### src/vic_consts.svh
// Purpose: constants of the vectored interrupt controller
// Assumes: included by the package and by every design file
// Notes:   byte offsets are word aligned on the register bus
`ifndef VIC_CONSTS_SVH
`define VIC_CONSTS_SVH

// sizes
`define VIC_NSRC      144
`define VIC_NWORD     5
`define VIC_PADW      160
`define VIC_CTXW      104
`define VIC_SLOTW     128
`define VIC_VECW      8

// register byte offsets
`define VIC_A_CTRL    8'h00
`define VIC_A_STAT    8'h04
`define VIC_A_FLAG    8'h10
`define VIC_A_ENAB    8'h30
`define VIC_A_PRIO    8'h50
`define VIC_A_SHAD    8'h70

// control field positions
`define VIC_F_GLOBAL_HIGH_ENABLE    0
`define VIC_F_GLOBAL_LOW_ENABLE    1
`define VIC_F_PRIORITY_LEVELS_ENABLE    2
`define VIC_F_VTEN    3
`define VIC_F_SHSEL   4

// reset values
`define VIC_CTRL_RST  5'h00
`define VIC_ENAB_RST  160'h0
`define VIC_PRIO_RST  {160{1'b1}}

// branch targets without the vector table
`define VIC_FIXED_ADDR 16'h0008
`define VIC_LOW_ADDR   16'h0018

`endif

### src/vic_pkg.sv
// Purpose: types of the vectored interrupt controller
// Assumes: vic_consts.svh holds the numbers
// Notes:   state codes are visible in the status register, ST_NEST as ST_HIGH
`include "vic_consts.svh"
package vic_pkg;

    typedef enum logic [1:0] {
        ST_MAIN = 2'b00,
        ST_LOW  = 2'b01,
        ST_HIGH = 2'b10,
        ST_NEST = 2'b11
    } vic_state_t;

    typedef enum logic {
        SLOT_MAIN = 1'b0,
        SLOT_LOW  = 1'b1
    } vic_slot_t;

    typedef struct packed {
        logic [`VIC_PADW-1:0] flag;
        logic [`VIC_PADW-1:0] enab;
        logic [`VIC_PADW-1:0] prio;
        logic [4:0]           ctrl;
        vic_state_t           st;
        logic                 req;
        logic                 req_high;
        logic [`VIC_VECW-1:0] req_vec;
        logic                 table_en;
        logic [15:0]          addr;
        logic                 wload;
        logic [`VIC_VECW-1:0] wdata;
        logic                 push;
        logic                 pop;
        logic                 rst_ctx;
        logic [`VIC_CTXW-1:0] ctx;
        logic [1:0]           exec;
        logic                 ph_wr;
        logic                 ph_rd;
        logic [7:0]           ph_addr;
        logic [31:0]          hrdata;
        logic                 hready;
    } vic_top_t;

    typedef struct packed {
        logic [`VIC_SLOTW-1:0] main_ctx;
        logic [`VIC_SLOTW-1:0] low_ctx;
    } vic_store_t;

endpackage

### src/vic_ctx_if.sv
// Purpose: link between controller and context store
// Assumes: both ends on the same clock
// Notes:   save wins over a software write in the same cycle
`timescale 1ns/1ns
`include "vic_consts.svh"
interface vic_ctx_if;
    import vic_pkg::*;
    logic                  save;
    vic_slot_t             save_slot;
    logic [`VIC_CTXW-1:0]  save_data;
    logic                  wr;
    vic_slot_t             wr_slot;
    logic [1:0]            wr_word;
    logic [31:0]           wr_data;
    vic_slot_t             rd_slot;
    logic [`VIC_CTXW-1:0]  rd_data;
    vic_slot_t             win_slot;
    logic [`VIC_SLOTW-1:0] win_data;

    modport ctl (output save, save_slot, save_data, wr, wr_slot, wr_word,
                 output wr_data, rd_slot, win_slot,
                 input  rd_data, win_data);
    modport store (input  save, save_slot, save_data, wr, wr_slot, wr_word,
                   input  wr_data, rd_slot, win_slot,
                   output rd_data, win_data);
endinterface

### src/vic_prio_enc.sv
// Purpose: lowest-index finder over a request vector
// Assumes: purely combinational
// Notes:   index 0 wins over every other
`timescale 1ns/1ns
`include "vic_consts.svh"
module vic_prio_enc
#(
    parameter int N = `VIC_PADW
)
(
    // requests
    input  wire logic [N-1:0]           req,
    // result
    output logic                        found,
    output logic [`VIC_VECW-1:0]        idx
);
    always_comb begin
        found = 1'b0;
        idx   = '0;
        for (int i = N - 1; i >= 0; i--) begin
            if (req[i]) begin
                found = 1'b1;
                idx   = `VIC_VECW'(i);
            end
        end
    end
endmodule

### src/vic_ctx_store.sv
// Purpose: two-slot shadow context store
// Assumes: one save or one window write per cycle
// Notes:   bits above the context width read as zero
`timescale 1ns/1ns
`include "vic_consts.svh"
module vic_ctx_store
    import vic_pkg::*;
(
    // clock and reset
    input  wire logic clk,
    input  wire logic srst,
    // controller side
    vic_ctx_if.store  cif
);
    localparam logic [`VIC_SLOTW-1:0] MASK = {24'h0, {`VIC_CTXW{1'b1}}};

    vic_store_t q;
    vic_store_t d;

    always_comb begin
        d = q;
        // software edit of a saved context
        if (cif.wr && cif.wr_slot == SLOT_MAIN) begin
            d.main_ctx[cif.wr_word*32 +: 32] = cif.wr_data;
        end
        if (cif.wr && cif.wr_slot == SLOT_LOW) begin
            d.low_ctx[cif.wr_word*32 +: 32] = cif.wr_data;
        end
        // hardware save, two levels deep
        if (cif.save && cif.save_slot == SLOT_MAIN) begin
            d.main_ctx = {24'h0, cif.save_data};
        end
        if (cif.save && cif.save_slot == SLOT_LOW) begin
            d.low_ctx = {24'h0, cif.save_data};
        end
        d.main_ctx = d.main_ctx & MASK;
        d.low_ctx  = d.low_ctx & MASK;
    end

    always_ff @(posedge clk) begin
        if (srst) begin
            q <= '0;
        end else begin
            q <= d;
        end
    end

    // one window onto both slots
    assign cif.win_data = (cif.win_slot == SLOT_LOW) ? q.low_ctx
                                                     : q.main_ctx;
    assign cif.rd_data  = (cif.rd_slot == SLOT_LOW)
                          ? q.low_ctx[`VIC_CTXW-1:0]
                          : q.main_ctx[`VIC_CTXW-1:0];
endmodule

### src/vic_ctrl.sv
// Purpose: vectored interrupt controller with AHB-Lite registers
// Assumes: peripherals and core run on CLK
// Notes:   reads take one wait state, writes none
`timescale 1ns/1ns
`include "vic_consts.svh"
module vic_ctrl
    import vic_pkg::*;
#(
    parameter logic [`VIC_NSRC-1:0] SUMMARY_MASK = '0
)
(
    // clock and reset
    input  wire logic                  CLK,
    input  wire logic                  SRST,
    // ahb-lite slave
    input  wire logic                  HSEL,
    input  wire logic [31:0]           HADDR,
    input  wire logic [1:0]            HTRANS,
    input  wire logic                  HWRITE,
    input  wire logic [2:0]            HSIZE,
    input  wire logic [31:0]           HWDATA,
    input  wire logic                  HREADY,
    output logic [31:0]                HRDATA,
    output logic                       HREADYOUT,
    output logic                       HRESP,
    // peripheral sources
    input  wire logic [`VIC_NSRC-1:0]  SRC_EVT,
    input  wire logic [`VIC_NSRC-1:0]  SRC_HWCLR,
    // core request
    output logic                       IRQ_REQ,
    output logic                       IRQ_HIGH,
    output logic [`VIC_VECW-1:0]       IRQ_VEC,
    output logic                       IRQ_TABLE,
    output logic [15:0]                IRQ_ADDR,
    input  wire logic                  CPU_ACK,
    // core return
    input  wire logic                  CPU_RETURN_FROM_INTERRUPT,
    input  wire logic                  CPU_RETURN_FROM_INTERRUPT_CTX,
    // core context
    input  wire logic [`VIC_CTXW-1:0]  CPU_CTX,
    output logic                       WORKING_REGISTER_LOAD,
    output logic [`VIC_VECW-1:0]       WORKING_REGISTER_DATA,
    output logic                       PC_PUSH,
    output logic                       PC_POP,
    output logic                       CTX_RESTORE,
    output logic [`VIC_CTXW-1:0]       CTX_DATA,
    output logic [1:0]                 EXEC_STATE
);
    vic_top_t q;
    vic_top_t d;

    vic_ctx_if cif ();

    logic [`VIC_PADW-1:0] vmask;
    logic [`VIC_PADW-1:0] smask;
    logic [`VIC_PADW-1:0] evt;
    logic [`VIC_PADW-1:0] hwc;
    logic [`VIC_PADW-1:0] pend;
    logic [`VIC_PADW-1:0] hv;
    logic [`VIC_PADW-1:0] lv;
    logic                 hi_found;
    logic                 lo_found;
    logic [`VIC_VECW-1:0] hi_idx;
    logic [`VIC_VECW-1:0] lo_idx;
    logic                 global_high_enable;
    logic                 global_low_enable;
    logic                 priority_levels_enable;
    logic                 vten;
    logic                 take;

    function automatic logic [3:0] widx(input logic [7:0] a,
                                        input logic [7:0] b,
                                        input logic [3:0] n);
        logic [7:0] o;
        o = a - b;
        widx = (a >= b && o[7:2] < {2'b00, n}) ? o[5:2] : 4'hf;
    endfunction

    assign vmask = {16'h0, {`VIC_NSRC{1'b1}}};
    assign smask = {16'h0, SUMMARY_MASK};
    assign evt   = {16'h0, SRC_EVT};
    assign hwc   = {16'h0, SRC_HWCLR};
    assign global_high_enable  = q.ctrl[`VIC_F_GLOBAL_HIGH_ENABLE];
    assign global_low_enable  = q.ctrl[`VIC_F_GLOBAL_LOW_ENABLE];
    assign priority_levels_enable  = q.ctrl[`VIC_F_PRIORITY_LEVELS_ENABLE];
    assign vten  = q.ctrl[`VIC_F_VTEN];
    assign take  = HSEL && HTRANS[1] && HREADY;

    // pending sources split by user level
    assign pend = q.flag & q.enab & vmask;
    assign hv   = priority_levels_enable ? (pend & q.prio) : pend;
    assign lv   = priority_levels_enable ? (pend & ~q.prio) : '0;

    vic_prio_enc #(.N(`VIC_PADW)) u_hi_enc (
        .req   (hv),
        .found (hi_found),
        .idx   (hi_idx)
    );

    vic_prio_enc #(.N(`VIC_PADW)) u_lo_enc (
        .req   (lv),
        .found (lo_found),
        .idx   (lo_idx)
    );

    vic_ctx_store u_store (
        .clk  (CLK),
        .srst (SRST),
        .cif  (cif.store)
    );

    always_comb begin
        logic [`VIC_PADW-1:0] swc;
        logic [31:0]          rd;
        logic [3:0]           fi;
        logic [3:0]           ei;
        logic [3:0]           pi;
        logic [3:0]           si;
        logic                 hi_ok;
        logic                 lo_ok;
        logic                 ack;
        swc   = '0;
        rd    = 32'h0;
        fi    = widx(q.ph_addr, `VIC_A_FLAG, 4'd5);
        ei    = widx(q.ph_addr, `VIC_A_ENAB, 4'd5);
        pi    = widx(q.ph_addr, `VIC_A_PRIO, 4'd5);
        si    = widx(q.ph_addr, `VIC_A_SHAD, 4'd4);
        hi_ok = hi_found && global_high_enable;
        lo_ok = lo_found && global_low_enable && priority_levels_enable;
        ack   = CPU_ACK && q.req;
        d         = q;
        d.wload   = 1'b0;
        d.push    = 1'b0;
        d.pop     = 1'b0;
        d.rst_ctx = 1'b0;
        cif.save      = 1'b0;
        cif.save_slot = SLOT_MAIN;
        cif.save_data = CPU_CTX;
        cif.wr        = 1'b0;
        cif.wr_slot   = q.ctrl[`VIC_F_SHSEL] ? SLOT_LOW : SLOT_MAIN;
        cif.wr_word   = si[1:0];
        cif.wr_data   = HWDATA;
        cif.win_slot  = q.ctrl[`VIC_F_SHSEL] ? SLOT_LOW : SLOT_MAIN;
        cif.rd_slot   = (q.st == ST_NEST) ? SLOT_LOW : SLOT_MAIN;

        // bus write data phase
        if (q.ph_wr && q.ph_addr == `VIC_A_CTRL) begin
            d.ctrl = HWDATA[4:0];
        end
        for (int w = 0; w < `VIC_NWORD; w++) begin
            if (q.ph_wr && fi == 4'(w)) begin
                swc[w*32 +: 32] = HWDATA;
            end
            if (q.ph_wr && ei == 4'(w)) begin
                d.enab[w*32 +: 32] = HWDATA;
            end
            if (q.ph_wr && pi == 4'(w)) begin
                d.prio[w*32 +: 32] = HWDATA;
            end
        end
        if (q.ph_wr && si != 4'hf) begin
            cif.wr = 1'b1;
        end
        d.enab = d.enab & vmask;
        d.prio = d.prio & vmask;

        // sticky flags, set wins over clear; SUMMARY_MASK flags follow their event
        d.flag = ((q.flag & ~swc & ~hwc) | evt) & vmask;
        d.flag = (d.flag & ~smask) | (evt & smask);

        // vectoring accepted by the core
        if (ack) begin
            cif.save      = 1'b1;
            cif.save_slot = (q.st == ST_LOW) ? SLOT_LOW : SLOT_MAIN;
            d.push  = 1'b1;
            d.wload = 1'b1;
            d.wdata = q.req_vec;
            if (q.req_high) begin
                d.st = (q.st == ST_LOW) ? ST_NEST : ST_HIGH;
            end else begin
                d.st = ST_LOW;
            end
        end else if (CPU_RETURN_FROM_INTERRUPT) begin
            d.pop = 1'b1;
            d.ctx = cif.rd_data;
            if (CPU_RETURN_FROM_INTERRUPT_CTX && q.st != ST_MAIN) begin
                d.rst_ctx = 1'b1;
            end
            unique case (q.st)
                ST_MAIN: d.st = ST_MAIN;
                ST_LOW:  d.st = ST_MAIN;
                ST_HIGH: d.st = ST_MAIN;
                ST_NEST: d.st = ST_LOW;
            endcase
        end

        // software dropping the global enables
        if (!global_high_enable) begin
            d.st = ST_MAIN;
        end else if (priority_levels_enable && !global_low_enable && d.st == ST_LOW) begin
            d.st = ST_MAIN;
        end

        // request towards the core
        d.req      = 1'b0;
        d.req_high = 1'b0;
        unique case (q.st)
            ST_MAIN: begin
                if (hi_ok) begin
                    d.req      = 1'b1;
                    d.req_high = 1'b1;
                    d.req_vec  = hi_idx;
                end else if (lo_ok) begin
                    d.req     = 1'b1;
                    d.req_vec = lo_idx;
                end
            end
            ST_LOW: begin
                if (hi_ok) begin
                    d.req      = 1'b1;
                    d.req_high = 1'b1;
                    d.req_vec  = hi_idx;
                end
            end
            ST_HIGH, ST_NEST: d.req = 1'b0;
        endcase
        if (ack || CPU_RETURN_FROM_INTERRUPT || !global_high_enable) begin
            d.req = 1'b0;
        end
        d.table_en = vten;
        if (vten) begin
            d.addr = 16'h0000;
        end else if (priority_levels_enable && !d.req_high) begin
            d.addr = `VIC_LOW_ADDR;
        end else begin
            d.addr = `VIC_FIXED_ADDR;
        end
        d.exec = (d.st == ST_NEST) ? 2'(ST_HIGH) : 2'(d.st);

        // bus read data
        if (q.ph_addr == `VIC_A_CTRL) begin
            rd = {27'h0, q.ctrl};
        end else if (q.ph_addr == `VIC_A_STAT) begin
            rd = {16'h0, q.req_vec, 5'h0, q.req, q.exec};
        end
        for (int w = 0; w < `VIC_NWORD; w++) begin
            if (fi == 4'(w)) begin
                rd = q.flag[w*32 +: 32];
            end
            if (ei == 4'(w)) begin
                rd = q.enab[w*32 +: 32];
            end
            if (pi == 4'(w)) begin
                rd = q.prio[w*32 +: 32];
            end
        end
        if (si != 4'hf) begin
            rd = cif.win_data[si[1:0]*32 +: 32];
        end

        // bus address phase
        d.ph_wr   = take && HWRITE;
        d.ph_rd   = take && !HWRITE;
        d.ph_addr = HADDR[7:0];
        d.hready  = !(take && !HWRITE);
        if (q.ph_rd) begin
            d.hrdata = rd;
        end
    end

    always_ff @(posedge CLK) begin
        if (SRST) begin
            q        <= '0;
            q.ctrl   <= `VIC_CTRL_RST;
            q.enab   <= `VIC_ENAB_RST;
            q.prio   <= `VIC_PRIO_RST & {16'h0, {`VIC_NSRC{1'b1}}};
            q.addr   <= `VIC_FIXED_ADDR;
            q.hready <= 1'b1;
        end else begin
            q <= d;
        end
    end

    assign HRDATA      = q.hrdata;
    assign HREADYOUT   = q.hready;
    assign HRESP       = 1'b0;
    assign IRQ_REQ     = q.req;
    assign IRQ_HIGH    = q.req_high;
    assign IRQ_VEC     = q.req_vec;
    assign IRQ_TABLE   = q.table_en;
    assign IRQ_ADDR    = q.addr;
    assign WORKING_REGISTER_LOAD   = q.wload;
    assign WORKING_REGISTER_DATA   = q.wdata;
    assign PC_PUSH     = q.push;
    assign PC_POP      = q.pop;
    assign CTX_RESTORE = q.rst_ctx;
    assign CTX_DATA    = q.ctx;
    assign EXEC_STATE  = q.exec;
endmodule

### config.mk
export PLATFORM = sky130hd
export DESIGN_NAME = vic_ctrl
export DESIGN_NICKNAME = d
export VERILOG_FILES = /design/src/vic_pkg.sv /design/src/vic_ctx_if.sv /design/src/vic_prio_enc.sv /design/src/vic_ctx_store.sv /design/src/vic_ctrl.sv
export VERILOG_INCLUDE_DIRS = /design/src
export SDC_FILE = /design/constraint.sdc
export NUM_CORES = 2
export LEC_CHECK = 0
export ABC_AREA = 1
export BUFFER_PORTS_ARGS = -buffer_cell sky130_fd_sc_hd__buf_2
export CAP_MARGIN = 20
export CORE_MARGIN = 2
export CORE_UTILIZATION = 42
export CTS_CLUSTER_SIZE = 20
export DETAILED_ROUTE_END_ITERATION = 16
export GPL_TIMING_DRIVEN = 0
export PLACE_DENSITY = 0.73
export SLEW_MARGIN = 5
export SYNTH_ARGS = -nofsm -noshare
export SYNTH_HDL_FRONTEND = slang
export SYNTH_SLANG_ARGS = --single-unit
### constraint.sdc
create_clock -name CLK -period 7.77 [get_ports CLK]
set_input_delay 1.1655 -clock CLK [delete_from_list [all_inputs] [get_ports CLK]]
set_output_delay 1.1655 -clock CLK [all_outputs]
set_load 0.01 [all_outputs]
======== Word level (Yosys, flattened, before mapping) ========
Index checks and enable logic that the tools add are counted.
storage, ports and cells
  logic and storage cells ................. 851
  register bits after elaboration ......... 840
  bits of input ports ..................... 469
  output and inout port bits .............. 179
cells by class
  equal/unequal tests ..................... 21
  mux-type cells .......................... 704
  add/subtract/negate cells ............... 5
  bitwise operators ....................... 13
  reductions and logical operators ........ 62
  shifts and indexed selects .............. 3
  order comparisons ....................... 8
operator list
  cell                                                                                 number
  8-bit 2-to-1 mux                                                                     322
  32-bit 2-to-1 mux                                                                    20
  104-bit 2-to-1 mux                                                                   6
  144-bit AND                                                                          3
  1-bit 2-to-1 mux                                                                     331
  144-bit by 160-bit AND with 160-bit output                                           2
  160-bit 2-to-1 mux                                                                   2
  144-bit inverter                                                                     2
  128-bit bitwise mux                                                                  2
  160-bit inverter                                                                     1
  144-bit OR                                                                           1
  32-bit by 34-bit variable shift with 128-bit output, first input constant            1
  128-bit by 8-bit indexed part select with 32-bit output                              1
  32-bit by 34-bit indexed part select with 128-bit output                             1
  106-bit 2-to-1 mux                                                                   1
  16-bit 2-to-1 mux                                                                    3
  1-bit logical AND                                                                    37
  7-bit negator with 34-bit output                                                     1
  4-bit by 2-bit == test with 1-bit output, second input constant                      6
  6-bit by 3-bit < comparator with 1-bit output, second input constant                 4
  10-bit 2-to-1 mux                                                                    2
  4-bit 2-to-1 mux                                                                     5
  9-bit case mux with 2 select lines                                                   1
  8-bit by 7-bit greater-or-equal comparator with 1-bit output, second input constant  2
  other kinds (28)                                                                     59

======== Longest topological paths before layout ========
  depth in word-level cells ............... 172
  gate-level depth with buffers ........... 149

======== Cells and area by module ========
From an unflattened synthesis, not the netlist that was laid out.
unflattened totals
  cells, all modules ...................... 8271
  area, all modules ....................... 49297.3 µm²
by module, submodules not included
  module         area each (µm²)  seq. area each (µm²)  cells each  times used
  vic_ctrl       30649.4          12251.8               4637        1
  vic_ctx_store  13720.7          4164.0                2456        1
  vic_prio_enc   2463.6           0.0                   589         2

======== Least setup slack after synthesis ========
Ideal clock, no wire load.
  kind .................................... reg2reg
  from .................................... register q (netlist bit priority_levels_enable)
  to ...................................... register q (netlist bit IRQ_VEC[0])
  arrival ................................. 7.038 ns
  path buffers ............................ 1
  cell stages (with the launch flop) ...... 150
  path slack .............................. 0.623 ns
  cells stage by stage .................... dfxtp_1 > buf_6 > nand2_2 > nand2_2 > nand2_1 > nand2_1 > nand2_1 > nand2_1 > nand2_1 > nand2_1 > nand2_1 > nand2_1 > nand2_1 > nand2_1 > nand2_1 > nand2_1 > nand2_1 > nand2_1 > [114 not listed] > nand2_1 > nand2_1 > nand2_1 > nand2_1 > nand2_1 > nand2_1 > nand2_1 > nand2_1 > nand2_1 > nand2_1 > nand2_1 > nand2_1 > nand2_1 > nand2_1 > nand2_1 > nand3_1 > nand2_1 > inv_1
on the way
  longest elaborated chain between the ends .. 165
  elaborated cells between the ends (all ways) .. 652
  classes of those cells .................. 2 x eq/ne; 646 x mux; 4 x reduce/logical
ends and longest elaborated chain
  item                              RTL line            source
  start: declaration                vic_ctrl.sv:49      vic_top_t q;
  160-bit 2-to-1 mux                vic_ctrl.sv:92      assign lv = priority_levels_enable ? (pend & ~q.prio) : '0;
  1-bit 2-to-1 mux (160 in series)  vic_prio_enc.sv:21  if (req[i]) begin
  1-bit logical AND (2 in series)   vic_ctrl.sv:129     lo_ok = lo_found && global_low_enable && priority_levels_enable;
  3-bit inequality test (no line)   --
  3-bit AND reduction (no line)     --
Parallel ways exist; a longest one is shown, timed or not. The select of a mux whose other input is x is not followed.
A chain may end at the register's enable or synchronous reset.

======== Worst setup path after layout ========
Ends and elaborated chain as after synthesis.

==> reports/results.txt <==
Worst Setup Path Type - flop to flop
Worst Max-Slew Pin Slew - 1.32 ns
hold slack - 0.459 ns
CP delay by family, top - simple AND/OR/NAND/NOR gates
worst hold path class - flop to flop
area of the multi-input gates - 0.0238 sq mm
Final Hold Viols - 0
dpl cells - 8974
row count - 120
layout net count - 8153
P&R area growth vs syn - 19.1%
drt initial violations - 8813
Initial DRT Pass Iterations - 9
Post-Route WL - 258000 um
worst-path fanout max - 7
fin worst setup slack - -1.51 ns
Clock Tree Root - clkbuf_16
CP Launch Type - flop
RSZ-0062 raised after global routing - yes
Finished Layout Cells - 9183
largest net degree at the start of global routing - 14
post-DP HPWL - 203000 um
Via density - 6.02
Synth area leader - dfxtp_1
CP max stage delay - 0.35 ns
pre-CTS setup slack - -1.49 ns
initial antenna violation count - 32
total power - 10.1 mW
CP endpoint kind - flop
post-synthesis register bit count - 820
Post-Synthesis Cells - 6935
RD Place Congestion - 1.17
register area - 0.0164 sq mm
Max clock buf depth - 3
Post-DRT Antenna Nets - 0
Distinct cells, synth - 55
DRC - 0
number of H-tree branching levels - 3
failing checks - setup timing
total track usage - 0.442
Synth async-reset ratio - 0
Final Setup Violations - 1
Slew headroom - 0.110
top post-synthesis cells by area - dfxtp_1, nand2_1, a21oi_1, o21ai_0, nor2_1
post-DR wirelength/cell - 28.1 um
WP buf/inv - 3
clock sinks - 820
power per cell area - 186 mW/mm^2
Port Buffers - 592
status - finished, violations left
max cap viols - 0
most common cell in the netlist - nand2_1
Layout fillers - 11.0k
Synth Cell Area - 0.0456 sq mm
TritonCTS clock tree - built
first-pass GRT wire length - 353000 um
fin. max-slew vios - 0
Syn Area/Cell - 6.58 sq um
CP arrival - 9.89 ns
Inserted Clock Buffers - 94
Setup Skew - 0.0504 ns
CP dominant cell by count - nand2_1
Final Cycle Share - 1.19
Core Box Area - 0.107 sq mm
Clk Latency, worst-skew pair - 0.72 ns
post-cts hold buffer count - 0
Slowest cell on crit path - dfxtp_2
initial core utilization - 0.425
dominant synthesized flop cell - dfxtp_1
total grt overflow - 0
Worst Path Required - 8.39 ns
Die Ht - 334 um
Post-synth top cells - nand2_1, dfxtp_1, a21oi_1
register area share after synthesis - 0.360
area fraction of the dominant cell type after synthesis - 0.360
Post-synth EDFFs - 0
ratio of cells with drive above 1 in the final layout - 0.151
vias in the first global route - 49.3k
LEAKAGE - 23.9 nW
Peak VDD IR - 0.000150 V
Die Wd - 334 um
max frequency - 108 MHz
die area - 0.111 sq mm
clk slew on worst S/H paths - 0.07 ns
Yosys warnings - 0
post-layout min period - 9.28 ns
Finished Core Util - 0.506
num ports - 648
vias - 55.3k
## report_power, final
part	total, mW	switching (mW)	internal, mW
Combinational	0.884	0.595	0.289
Clock	4.80	1.99	2.81
Sequential	4.42	0.128	4.29
## final timing paths
path	startpoint	to	slack (ns)	depth (start not counted)
setup / recovery	priority_levels_enable$_SDFFE_PP0P_	IRQ_VEC[0]$_SDFFE_PP0P_	-1.51	147
setup reg to reg	priority_levels_enable$_SDFFE_PP0P_	IRQ_VEC[0]$_SDFFE_PP0P_	-1.51	147
hold reg to reg	WORKING_REGISTER_DATA[5]$_SDFFE_PP0P_	WORKING_REGISTER_DATA[5]$_SDFFE_PP0P_	0.46	2
hold / removal	WORKING_REGISTER_DATA[5]$_SDFFE_PP0P_	WORKING_REGISTER_DATA[5]$_SDFFE_PP0P_	0.46	2
## per-layer routing
metal  global-route usage  share of wire  routed length (um)
met1                0.530           0.35               91200
met4                0.364          0.098               25100
met5                    0        0.00083                 213
met3                0.155           0.15               37800
met2                0.633           0.40              103000
## flip-flops by register name, indices dropped and copies added (netlist names), 2 cells and up
| register | count |
|---|---|
| q | 445 |
| u_store.q | 208 |
| CTX_DATA | 104 |
| HRDATA | 32 |
| IRQ_VEC | 8 |
| WORKING_REGISTER_DATA | 8 |
| EXEC_STATE | 2 |
| IRQ_ADDR | 2 |
## per-stage QoR
| step | setup TNS, ns | area [sq um] |
|---|---|---|
| after floorplan | 0 | 45700 |
| after global placement | -2.50 | 50400 |
| after detailed placement | -2.90 | 50800 |
| after CTS | -1.27 | 54100 |
| after global routing | -3.03 | 54300 |
| final | -1.51 | 54300 |
## worst register-to-register path: cells and delay by family (launching register included)
| kind | cells | cell delay (ns) |
|---|---|---|
| buffers and inverters | 3 | 0.39 |
| DFF | 1 | 0.35 |
| and+or+nand+nor | 144 | 8.50 |
## cell type report
class / instances / share of cell area
diodes: 26 / 0.00120
plain buffers: 650 / 0.0627
clock buffers: 140 / 0.0512
clock inverters: 35 / 0.00857
inverters: 586 / 0.0407
multi-input cells: 4893 / 0.439
flip-flops and latches: 820 / 0.302
well taps: 1403 / 0.0323
repair buffers: 630 / 0.0624
## cell families after synthesis
group / share of synthesized area
simple gates: 0.271
compound gates: 0.243
buf+inv: 0.122
flops: 0.360
fa+ha+maj: 0.00247
xor+xnor: 0.000384
other cells: 0.0000822
mux: 0.000219
## layout by cell type (no fill, tap or decap), drive strengths merged, types with 27 or more instances in the layout
cell type,n
clkbuf,562
nand3,315
a31o,103
nor3,183
nand2,1804
nand3b,80
a221oi,27
inv,572
a21oi,646
nor2,602
o21ai,534
dfxtp,820
a32o,31
o211ai,131
o2111ai,30
clkinv,34
buf,856
a31oi,151
o21bai,143
## repair_timing
item,CTS,global route
resized for setup,14,30
setup endpoints to repair,9,10
pin swaps,4,11
setup buffers,3,2
Power figures use the tool's default switching activity.
